**src/rtl/cmpm_pkg.sv**
```systemverilog
// Constants and types shared by the chip mode and power mode controller.
// Assumes a single system clock and an active low external reset.
package cmpm_pkg;

  // ****************************************************************
  // Power modes and chip modes
  // ****************************************************************
  typedef enum logic [1:0] {
    PM_RUN   = 2'b00,
    PM_WAIT  = 2'b01,
    PM_PSTOP = 2'b10,
    PM_STOP  = 2'b11
  } cmpm_pwr_e;

  localparam logic MODE_NORMAL    = 1'b1;
  localparam logic MODE_SPECIAL   = 1'b0;
  localparam logic MODE_RESET_VAL = 1'b1;

  // ****************************************************************
  // Boot addresses
  // ****************************************************************
  localparam logic [15:0] RESET_VEC_ADDR = 16'hFFFE;
  // Monitor entry point in the on-chip ROM; the value is arbitrary.
  localparam logic [15:0] MON_ROM_ENTRY  = 16'hF000;

  // ****************************************************************
  // Widths, indices and reset values
  // ****************************************************************
  localparam int          NUM_PERIPH      = 8;
  localparam int          NUM_FRZ         = 4;
  localparam int          NUM_SRC         = 4;
  localparam int          PLL_MULT_W      = 6;
  localparam logic        CLK_SRC_RST     = 1'b0;
  localparam logic [5:0]  PLL_MULT_RST    = 6'h01;
  // Pseudo-stop sources: tick, watchdog, periodic timer, converter.
  localparam int          PS_TICK         = 0;
  localparam int          PS_WDT          = 1;
  localparam int          PS_PWT          = 2;
  localparam int          PS_ADC          = 3;
  // Stop sources: periodic timer, converter, key wake-up, LIN phy.
  localparam int          ST_PWT          = 0;
  localparam int          ST_ADC          = 1;
  localparam int          ST_KEY          = 2;
  localparam int          ST_LIN          = 3;

endpackage

```
**src/rtl/cmpm_ctrl.sv**
```systemverilog
// Chip mode and power mode controller: strap capture, debug enables,
// boot selection, run/wait/pseudo-stop/stop sequencing, clock gates.
// Assumes the core, debug unit and peripherals honour the enables.
//
// What this block does
// - Capture mode strap when external reset releases.
// - Strap 1 normal, strap 0 special mode.
// - Mode bit readable; only special-to-normal writes allowed.
// - Normal mode boots from programmed reset vector.
// - Special mode: debug unit active, ROM monitor.
// - Debug enable depends on mode and security.
// - Chosen modules freeze while debug unit active.
// - Run clocks all; software picks source, PLL.
// - Wait instruction gates core clock, enters wait.
// - In wait, each peripheral may gate itself.
// - Wait ends on reset, NMI, IRQ, unmasked interrupt.
// - Pseudo-stop: oscillator on, four sources may run.
// - Stop: oscillator off, counters and dividers frozen.
// - Stop wakes only by reset, timer, converter, key, LIN.
// - Secure state blocks debug access to flash.
`timescale 1ns/1ns
module cmpm_ctrl
  import cmpm_pkg::*;
(
  // Clock and external reset
  input  wire logic                  clk_sys_in,
  input  wire logic                  arst_n_in,
  // Strap and security
  input  wire logic                  mode_select_strap_in,
  input  wire logic                  secure_in,
  // Software mode write
  input  wire logic                  mode_wr_in,
  input  wire logic                  mode_wdata_in,
  // Software clock configuration
  input  wire logic                  clk_cfg_wr_in,
  input  wire logic                  clk_src_sel_in,
  input  wire logic [PLL_MULT_W-1:0] pll_mult_in,
  // Core power requests
  input  wire logic                  wait_instruction_in,
  input  wire logic                  stop_instruction_in,
  input  wire logic                  pstop_sel_in,
  // Wake sources
  input  wire logic                  nonmaskable_int_request_in,
  input  wire logic                  ext_irq_in,
  input  wire logic                  int_unmasked_in,
  input  wire logic [NUM_SRC-1:0]    ps_evt_in,
  input  wire logic [NUM_SRC-1:0]    ps_en_in,
  input  wire logic [NUM_SRC-1:0]    st_evt_in,
  input  wire logic [NUM_SRC-1:0]    st_en_in,
  // Peripheral controls
  input  wire logic [NUM_PERIPH-1:0] periph_wait_gate_in,
  input  wire logic [NUM_FRZ-1:0]    freeze_en_in,
  // Mode status
  output logic                       mode_normal_out,
  output logic                       mode_wr_refused_out,
  output logic                       cpu_start_out,
  output logic                       boot_from_rom_out,
  output logic [15:0]                fetch_vector_out,
  output logic                       background_debug_unit_active_out,
  output logic                       debug_enable_out,
  output logic                       flash_dbg_block_out,
  output logic [NUM_FRZ-1:0]         freeze_out,
  // Clock configuration
  output logic                       clk_src_sel_out,
  output logic [PLL_MULT_W-1:0]      pll_mult_out,
  // Power state and clock gates
  output logic [1:0]                 pwr_state_out,
  output logic                       cpu_clk_en_out,
  output logic                       sys_clk_en_out,
  output logic                       osc_en_out,
  output logic                       counters_frozen_out,
  output logic [NUM_PERIPH-1:0]      periph_clk_en_out,
  output logic [NUM_SRC-1:0]         ps_clk_en_out,
  output logic [NUM_SRC-1:0]         st_src_live_out
);

  // ****************************************************************
  // Operating mode
  // ****************************************************************
  logic cap_done_reg;
  logic mode_reg;
  logic mode_next;
  logic wr_ok;
  logic refused_reg;
  logic dbg_act_reg;
  logic start_reg;
  logic rom_reg;
  logic [15:0] vec_reg;
  logic dbg_en_reg;
  logic flash_blk_reg;
  logic [NUM_FRZ-1:0] frz_reg;

  // A software write may only leave special mode; returning to special
  // would reopen debug access on a running part.
  assign wr_ok = cap_done_reg && mode_wr_in &&
                 mode_reg == MODE_SPECIAL &&
                 mode_wdata_in == MODE_NORMAL;

  // The strap is taken on the first edge after the reset releases,
  // because the reset itself may only load constants.
  assign mode_next = !cap_done_reg ? mode_select_strap_in :
                     wr_ok         ? MODE_NORMAL : mode_reg;

  always_ff @(posedge clk_sys_in or negedge arst_n_in) begin
    if (!arst_n_in) begin
      cap_done_reg <= 1'b0;
      mode_reg     <= MODE_RESET_VAL;
      refused_reg  <= 1'b0;
    end else begin
      cap_done_reg <= 1'b1;
      mode_reg     <= mode_next;
      refused_reg  <= cap_done_reg && mode_wr_in && !wr_ok;
    end
  end

  always_ff @(posedge clk_sys_in or negedge arst_n_in) begin
    if (!arst_n_in) begin
      dbg_act_reg   <= 1'b0;
      start_reg     <= 1'b0;
      rom_reg       <= 1'b0;
      vec_reg       <= RESET_VEC_ADDR;
      dbg_en_reg    <= 1'b0;
      flash_blk_reg <= 1'b1;
      frz_reg       <= '0;
    end else begin
      dbg_act_reg   <= (mode_next == MODE_SPECIAL);
      start_reg     <= cap_done_reg;
      rom_reg       <= (mode_next == MODE_SPECIAL);
      vec_reg       <= (mode_next == MODE_NORMAL) ? RESET_VEC_ADDR
                                                  : MON_ROM_ENTRY;
      dbg_en_reg    <= (mode_next == MODE_SPECIAL) | !secure_in;
      flash_blk_reg <= secure_in;
      frz_reg       <= freeze_en_in & {NUM_FRZ{dbg_act_reg}};
    end
  end

  // ****************************************************************
  // Clock configuration
  // ****************************************************************
  cmpm_pwr_e pwr_reg;
  logic clk_src_reg;
  logic [PLL_MULT_W-1:0] pll_reg;

  // Changes are taken only in run, so no clock switches while gated.
  always_ff @(posedge clk_sys_in or negedge arst_n_in) begin
    if (!arst_n_in) begin
      clk_src_reg <= CLK_SRC_RST;
      pll_reg     <= PLL_MULT_RST;
    end else if (clk_cfg_wr_in && pwr_reg == PM_RUN) begin
      clk_src_reg <= clk_src_sel_in;
      pll_reg     <= pll_mult_in;
    end
  end

  // ****************************************************************
  // Power mode sequencer
  // ****************************************************************
  cmpm_pwr_e pwr_next;
  logic      wake;
  logic      run_n;
  logic      dyn_n;

  cmpm_wake u_wake (
    .clk_sys_in      (clk_sys_in),
    .arst_n_in       (arst_n_in),
    .pwr_state_in    (pwr_reg),
    .nmi_req_in      (nonmaskable_int_request_in),
    .ext_irq_in      (ext_irq_in),
    .int_unmasked_in (int_unmasked_in),
    .ps_evt_in       (ps_evt_in),
    .ps_en_in        (ps_en_in),
    .st_evt_in       (st_evt_in),
    .st_en_in        (st_en_in),
    .wake_out        (wake)
  );

  // Wait takes priority over stop if the core raises both at once.
  always_comb begin
    pwr_next = pwr_reg;
    unique case (pwr_reg)
      PM_RUN: begin
        if (wait_instruction_in) begin
          pwr_next = PM_WAIT;
        end else if (stop_instruction_in) begin
          pwr_next = pstop_sel_in ? PM_PSTOP : PM_STOP;
        end
      end
      PM_WAIT, PM_PSTOP, PM_STOP: begin
        if (wake) begin
          pwr_next = PM_RUN;
        end
      end
    endcase
  end

  always_ff @(posedge clk_sys_in or negedge arst_n_in) begin
    if (!arst_n_in) begin
      pwr_reg <= PM_RUN;
    end else begin
      pwr_reg <= pwr_next;
    end
  end

  // ****************************************************************
  // Clock gates, derived from the next mode to line up with it
  // ****************************************************************
  logic                  cpu_clk_reg;
  logic                  sys_clk_reg;
  logic                  osc_reg;
  logic                  frozen_reg;
  logic [NUM_PERIPH-1:0] per_clk_reg;
  logic [NUM_SRC-1:0]    ps_clk_reg;
  logic [NUM_SRC-1:0]    st_live_reg;

  assign run_n = (pwr_next == PM_RUN);
  assign dyn_n = run_n | (pwr_next == PM_WAIT);

  always_ff @(posedge clk_sys_in or negedge arst_n_in) begin
    if (!arst_n_in) begin
      cpu_clk_reg <= 1'b1;
      sys_clk_reg <= 1'b1;
      osc_reg     <= 1'b1;
      frozen_reg  <= 1'b0;
      per_clk_reg <= '1;
      ps_clk_reg  <= '1;
      st_live_reg <= '1;
    end else begin
      cpu_clk_reg <= run_n;
      sys_clk_reg <= dyn_n;
      osc_reg     <= (pwr_next != PM_STOP);
      frozen_reg  <= (pwr_next == PM_STOP);
      per_clk_reg <= {NUM_PERIPH{run_n}} |
                     ({NUM_PERIPH{pwr_next == PM_WAIT}} &
                      ~periph_wait_gate_in);
      ps_clk_reg  <= {NUM_SRC{dyn_n}} |
                     ({NUM_SRC{pwr_next == PM_PSTOP}} & ps_en_in);
      st_live_reg <= {NUM_SRC{pwr_next != PM_STOP}} | st_en_in;
    end
  end

  // ****************************************************************
  // Outputs
  // ****************************************************************
  assign mode_normal_out                  = mode_reg;
  assign mode_wr_refused_out              = refused_reg;
  assign cpu_start_out                    = start_reg;
  assign boot_from_rom_out                = rom_reg;
  assign fetch_vector_out                 = vec_reg;
  assign background_debug_unit_active_out = dbg_act_reg;
  assign debug_enable_out                 = dbg_en_reg;
  assign flash_dbg_block_out              = flash_blk_reg;
  assign freeze_out                       = frz_reg;
  assign clk_src_sel_out                  = clk_src_reg;
  assign pll_mult_out                     = pll_reg;
  assign pwr_state_out                    = pwr_reg;
  assign cpu_clk_en_out                   = cpu_clk_reg;
  assign sys_clk_en_out                   = sys_clk_reg;
  assign osc_en_out                       = osc_reg;
  assign counters_frozen_out              = frozen_reg;
  assign periph_clk_en_out                = per_clk_reg;
  assign ps_clk_en_out                    = ps_clk_reg;
  assign st_src_live_out                  = st_live_reg;
endmodule

```
**src/rtl/cmpm_wake.sv**
```systemverilog
// Wake qualifier: decides which events end the current low-power mode.
// Assumes event inputs are synchronous levels or pulses on clk_sys_in.
`timescale 1ns/1ns
module cmpm_wake
  import cmpm_pkg::*;
(
  // Clock and reset
  input  wire logic                 clk_sys_in,
  input  wire logic                 arst_n_in,
  // Current power mode
  input  wire logic [1:0]           pwr_state_in,
  // Wait mode sources
  input  wire logic                 nmi_req_in,
  input  wire logic                 ext_irq_in,
  input  wire logic                 int_unmasked_in,
  // Pseudo-stop and stop sources with their enables
  input  wire logic [NUM_SRC-1:0]   ps_evt_in,
  input  wire logic [NUM_SRC-1:0]   ps_en_in,
  input  wire logic [NUM_SRC-1:0]   st_evt_in,
  input  wire logic [NUM_SRC-1:0]   st_en_in,
  // Registered wake request
  output logic                      wake_out
);

  // ****************************************************************
  // Qualification
  // ****************************************************************
  logic wait_wake;
  logic ps_wake;
  logic st_wake;
  logic wake_next;
  logic wake_reg;

  assign wait_wake = nmi_req_in | ext_irq_in | int_unmasked_in;
  assign ps_wake   = |(ps_evt_in & ps_en_in);
  assign st_wake   = |(st_evt_in & st_en_in);
  assign wake_next = (pwr_state_in == PM_WAIT  && wait_wake) |
                     (pwr_state_in == PM_PSTOP && ps_wake) |
                     (pwr_state_in == PM_STOP  && st_wake);

  always_ff @(posedge clk_sys_in or negedge arst_n_in) begin
    if (!arst_n_in) begin
      wake_reg <= 1'b0;
    end else begin
      wake_reg <= wake_next;
    end
  end

  assign wake_out = wake_reg;

endmodule

```
**config.mk**
```make
export PLATFORM = sky130hd
export DESIGN_NAME = cmpm_ctrl
export DESIGN_NICKNAME = d
export VERILOG_FILES = /design/src/rtl/cmpm_pkg.sv /design/src/rtl/cmpm_ctrl.sv /design/src/rtl/cmpm_wake.sv
export SDC_FILE = /design/constraint.sdc
export NUM_CORES = 1
export LEC_CHECK = 0
export ABC_AREA = 1
export BUFFER_PORTS_ARGS = -buffer_cell sky130_fd_sc_hd__clkbuf_2
export CORE_MARGIN = 10
export CORE_UTILIZATION = 30
export DETAILED_ROUTE_END_ITERATION = 7
export PLACE_DENSITY = 0.67
export SETUP_SLACK_MARGIN = 0.3
export SYNTH_ARGS = -nofsm -noshare
export SYNTH_HDL_FRONTEND = slang
export SYNTH_SLANG_ARGS = --single-unit
```
**constraint.sdc**
```tcl
create_clock -name clk_sys_in -period 1.5 [get_ports clk_sys_in]
set_clock_uncertainty 0.15 [all_clocks]
set_input_delay 0.375 -clock clk_sys_in [delete_from_list [all_inputs] [get_ports clk_sys_in]]
set_output_delay 0.375 -clock clk_sys_in [all_outputs]
set_load 0.05 [all_outputs]
```
Word-level counts from Yosys, hierarchy flattened

Cells that the tools add are included.

Input port bits: 48
Logic and storage cells: 67
Bits in registers: 54
Output and inout bits: 56

Muxes and demuxes: 8
Reduce and logical (&&, ||, !) cells: 15
Bitwise gates (word level): 17
Eq/ne operators: 7

Operators by type and width:

| cell               | count |
|---|---|
| $and 4x4->4        | 4 |
| $mux 12            | 1 |
| $and 8x8->8        | 1 |
| $eq 2x2->1 const B | 4 |
| $logic_and 1x1->1  | 8 |
| $not 8->8          | 1 |
| $or 4x4->4         | 2 |
| $or 8x8->8         | 1 |
| $reduce_or 4->1    | 2 |
| $mux 2             | 3 |
| $or 1x1->1         | 6 |
| $eq 2x1->1 const B | 2 |
| $logic_not 2->1    | 2 |
| $pmux 2 s2         | 1 |
| $mux 1             | 3 |
| $reduce_or 3->1    | 1 |
| $logic_not 1->1    | 2 |
| $ne 2x2->1 const B | 1 |
| $not 1->1          | 2 |

Depth between registers and ports, before layout

Word-level depth: 7
Gate-level depth with buffers: 7
Gate-level depth less buffers: 7

Hierarchy

From an unflattened synthesis, not the netlist that was laid out.

Cell total of the unflattened synthesis: 163
Area total of the unflattened synthesis: 1704.1 µm²

Modules (own cells, without submodules):

| module    | cells an instance | instances | sequential area each (µm²) | area an instance (µm²) |
|---|---|---|---|---|
| cmpm_ctrl | 139               | 1         | 1028.5                     | 1589.0 |
| cmpm_wake | 24                | 1         | 25.0                       | 115.1 |

Worst setup path before layout

No wires, ideal clock.

Path type: flip-flop to output port
Start: register vec_reg[10] (netlist: fetch_vector_out[10])
End: output port fetch_vector_out[10]
Cell stages (with the launch flop): 2
Setup slack: -67 ps
Arrival time: 1042 ps
Path buffers: 1
Path through: dfstp_2 buf_4

RTL lines:

| element                | line             | RTL |
|---|---|---|
| from (decl)            | cmpm_ctrl.sv:88  | `logic [15:0] vec_reg;` |
| from (signal assigned) | cmpm_ctrl.sv:129 | `vec_reg <= (mode_next == MODE_NORMAL) ? RESET_VEC_ADDR` |
| to (decl)              | cmpm_ctrl.sv:58  | `output logic [15:0] fetch_vector_out,` |

No word-level cell between the ends.

==> run_results.csv <==
group,metric,value,unit
outcome,outcome,"finished, violations left",
outcome,violations,"setup timing",
critical_path,crit_cells,1,
sta,layout_setup_ws,-0.255,ns
critical_path,crit_arrival,1.23,ns
min_path,hold_end,"flash_dbg_block_out",
critical_path,rr_startpoint,"pwr_state_out[1]",
finish,post-route-cell-area,3490,µm²
clocking,clock-sinks,41,
critical_path,critPathCaptureType,"output pin",
die,die_area,8950,µm²
critical_path,r2r_slack,0.05,ns
finish,final_cells,344,
critical_path,max_stage_delay,0.72,ns
route,finalWirelength,5.72,mm
place,post-dp-hpwl,3.60,mm
power,finalPower,8.49,mW
die,die_x,94.6,µm
run,cap_violations,0,
route,drc_errors,0,
yosys,syn-cell-area,1670,µm²
critical_path,r2r_cells,7,
grt,grt_pass1_wl,8.67,mm
finish,drive_gt1_frac,0.695,
yosys,netlist_instances,160,
finish,antenna_cells,0,
clocking,clkTransAtPathRegs,0.07,ns
critical_path,path_cells,"clkbuf_8",
clocking,worstSkewPairLatency,0.28,ns
critical_path,cp_max_fo,13,
grt,first_global_vias,1656,
finish,seqCellArea,1060,µm²
sta,hold-worst-slack,0.0306,ns
min_path,min-delay-path-class,"primary input to flip-flop",
die,row_count,27,
place,dp_cells,315,
place,portBuffers,98,
critical_path,start_kind,"flip-flop",
yosys,yosysWarnings,0,
yosys,ys_seq_area_frac,0.631,
grt,grt_max_degree,42,
sta,rsz0062_at_grt,"yes",
critical_path,crit_family,"flip-flops",
route,drt_iter0_markers,30,
min_path,hold_depth,1,
sta,fin_crit,1.75,ns
sta,setup_viol,33,
die,start_util,0.307,
die,io_pins,104,
die,die_h,94.6,µm
yosys,synth_top_cell_area_share,0.346,
grt,antenna_found_initial,0,
min_path,min_from,"secure_in",
finish,final_nets,319,
critical_path,crit_slowest_cell,"dfstp_4",
yosys,yosysTopAreaCell,"dfstp_2",
grt,gr-total-overflow,0,
route,wire_per_inst,16.6,µm
route,viasPerCell,4.29,
yosys,ys_ff_latch,41,
yosys,syn_area_per_cell,10.4,µm²
grt,grt_util_all_layers,0.127,
route,detail-route-antenna-nets,0,
finish,multiInputGateArea,608,µm²
clocking,htree_levels,2,
yosys,synthDistinctLibCells,18,
die,core,5440,µm²
clocking,clk_path_buf_depth,2,
sta,finalSetupTns,-3.41,ns
critical_path,crit_type,"flip-flop to output pin",
sta,fmax,0.570,GHz
clocking,cts_tree,"done",
sta,hold_violations,0,
place,gp_congestion,0.773,
route,vias,1475,
power,vdd_drop_max,1.34,mV
clocking,clock_tree.root_cell,"clkbuf_8",
place,placed_area,2190,µm²
power,p_per_area,2430,nW/µm²
finish,largest_reg_flops,8,
power,p_leak,1.73,nW
route,drt_first_pass_iters,4,
sta,drv_slew,0,
clocking,cts_buffers,5,
critical_path,required,0.97,ns
critical_path,r2r_end,"ps_clk_en_out[0]",
sta,layout_worst_path_cycle_share,1.17,
finish,syn_to_final_growth,109,%
critical_path,crit_buf_inv,1,
yosys,synth_area_leaders,"dfstp_2, dfrtp_1, nand2_1, buf_4, nand3_1",
finish,fill_cells,431,
final cells by class:
class	count	area share
Tap cell	72	0.0258
Multi-Input combinational cell	89	0.174
Sequential cell	41	0.304
Timing Repair Buffer	121	0.443
Clock buffer	5	0.0197
Clock inverter	3	0.0186
Inverter	13	0.0154
synth_stat cells, drive strengths merged:
library cell and number:
nand3b 4, a21oi 11, conb 2, o21ai 1
nand2 42, nor2 9, inv 13, buf 22
nand3 15, dfstp 22, dfrtp 19
metal layers:
| metal | global-route usage | vias up | routed length, µm |
|---|---|---|---|
| met3 | 0.0698 | 10 | 630 |
| met4 | 0.0424 | 0 | 93 |
| li1 | - | 697 | - |
| met5 | 0 | - | 0 |
| met2 | 0.224 | 71 | 3000 |
| met1 | 0.124 | 697 | 2000 |
where the power goes:
part	leakage (nW)	internal, mW	switching, mW
Combinational	1.20	2.65	2.79
Sequential	0.464	1.67	0.335
Clock	0.0681	0.661	0.383
cells by family after synthesis:
group           synth area share
compound gates            0.0382
buf+inv                    0.136
simple gates               0.191
flops                      0.631
other cells              0.00450
placed cells by master, fill, tap and decap left out, drive strengths merged, types with 4 or more instances in the layout:
master  count
clkbuf     89
nand2      43
buf        36
dfstp      22
dfrtp      19
nand3      15
inv        12
a21oi      11
nor2        9
conb        6
nand3b      4
metrics by stage:
| step | setup WS (ns) | utilization |
|---|---|---|
| 2_1_floorplan | 0.00350 | - |
| 4_1_cts | -0.250 | 0.621 |
| 5_1_grt | -0.302 | 0.643 |
| 6_report | -0.255 | 0.643 |
| 3_5_place_dp | 0.0175 | 0.403 |
| 3_3_place_gp | 0.0269 | 0.403 |
worst reg2reg max path, cell delays in order, from the launching register on:
cell,delay (ns)
dfrtp_2,0.44
buf_6,0.13
nor2_4,0.15
nand3_2,0.11
nand2_4,0.12
buf_12,0.13
buf_16,0.12
nand2_4,0.04
timing repair:
action	CTS	global route
resized for setup	157	27
endpoints found under the setup margin	82	85
hold buffers	1	0
hold endpoints to repair	19	0
pin swaps	8	3
cloned	4	0
setup buffers	11	5
worst max path at each step:
stage / start / end / slack [ns]
3_3_place_gp: fetch_vector_out[10] / fetch_vector_out[10] / 0.03
5_1_grt: fetch_vector_out[10] / fetch_vector_out[9] / -0.30
4_1_cts: fetch_vector_out[10] / fetch_vector_out[3] / -0.25
3_5_place_dp: fetch_vector_out[10] / fetch_vector_out[3] / 0.02
6_report: fetch_vector_out[10] / fetch_vector_out[4] / -0.25
2_1_floorplan: fetch_vector_out[10] / fetch_vector_out[10] / 0.003
(Power assumes the default switching activity.)
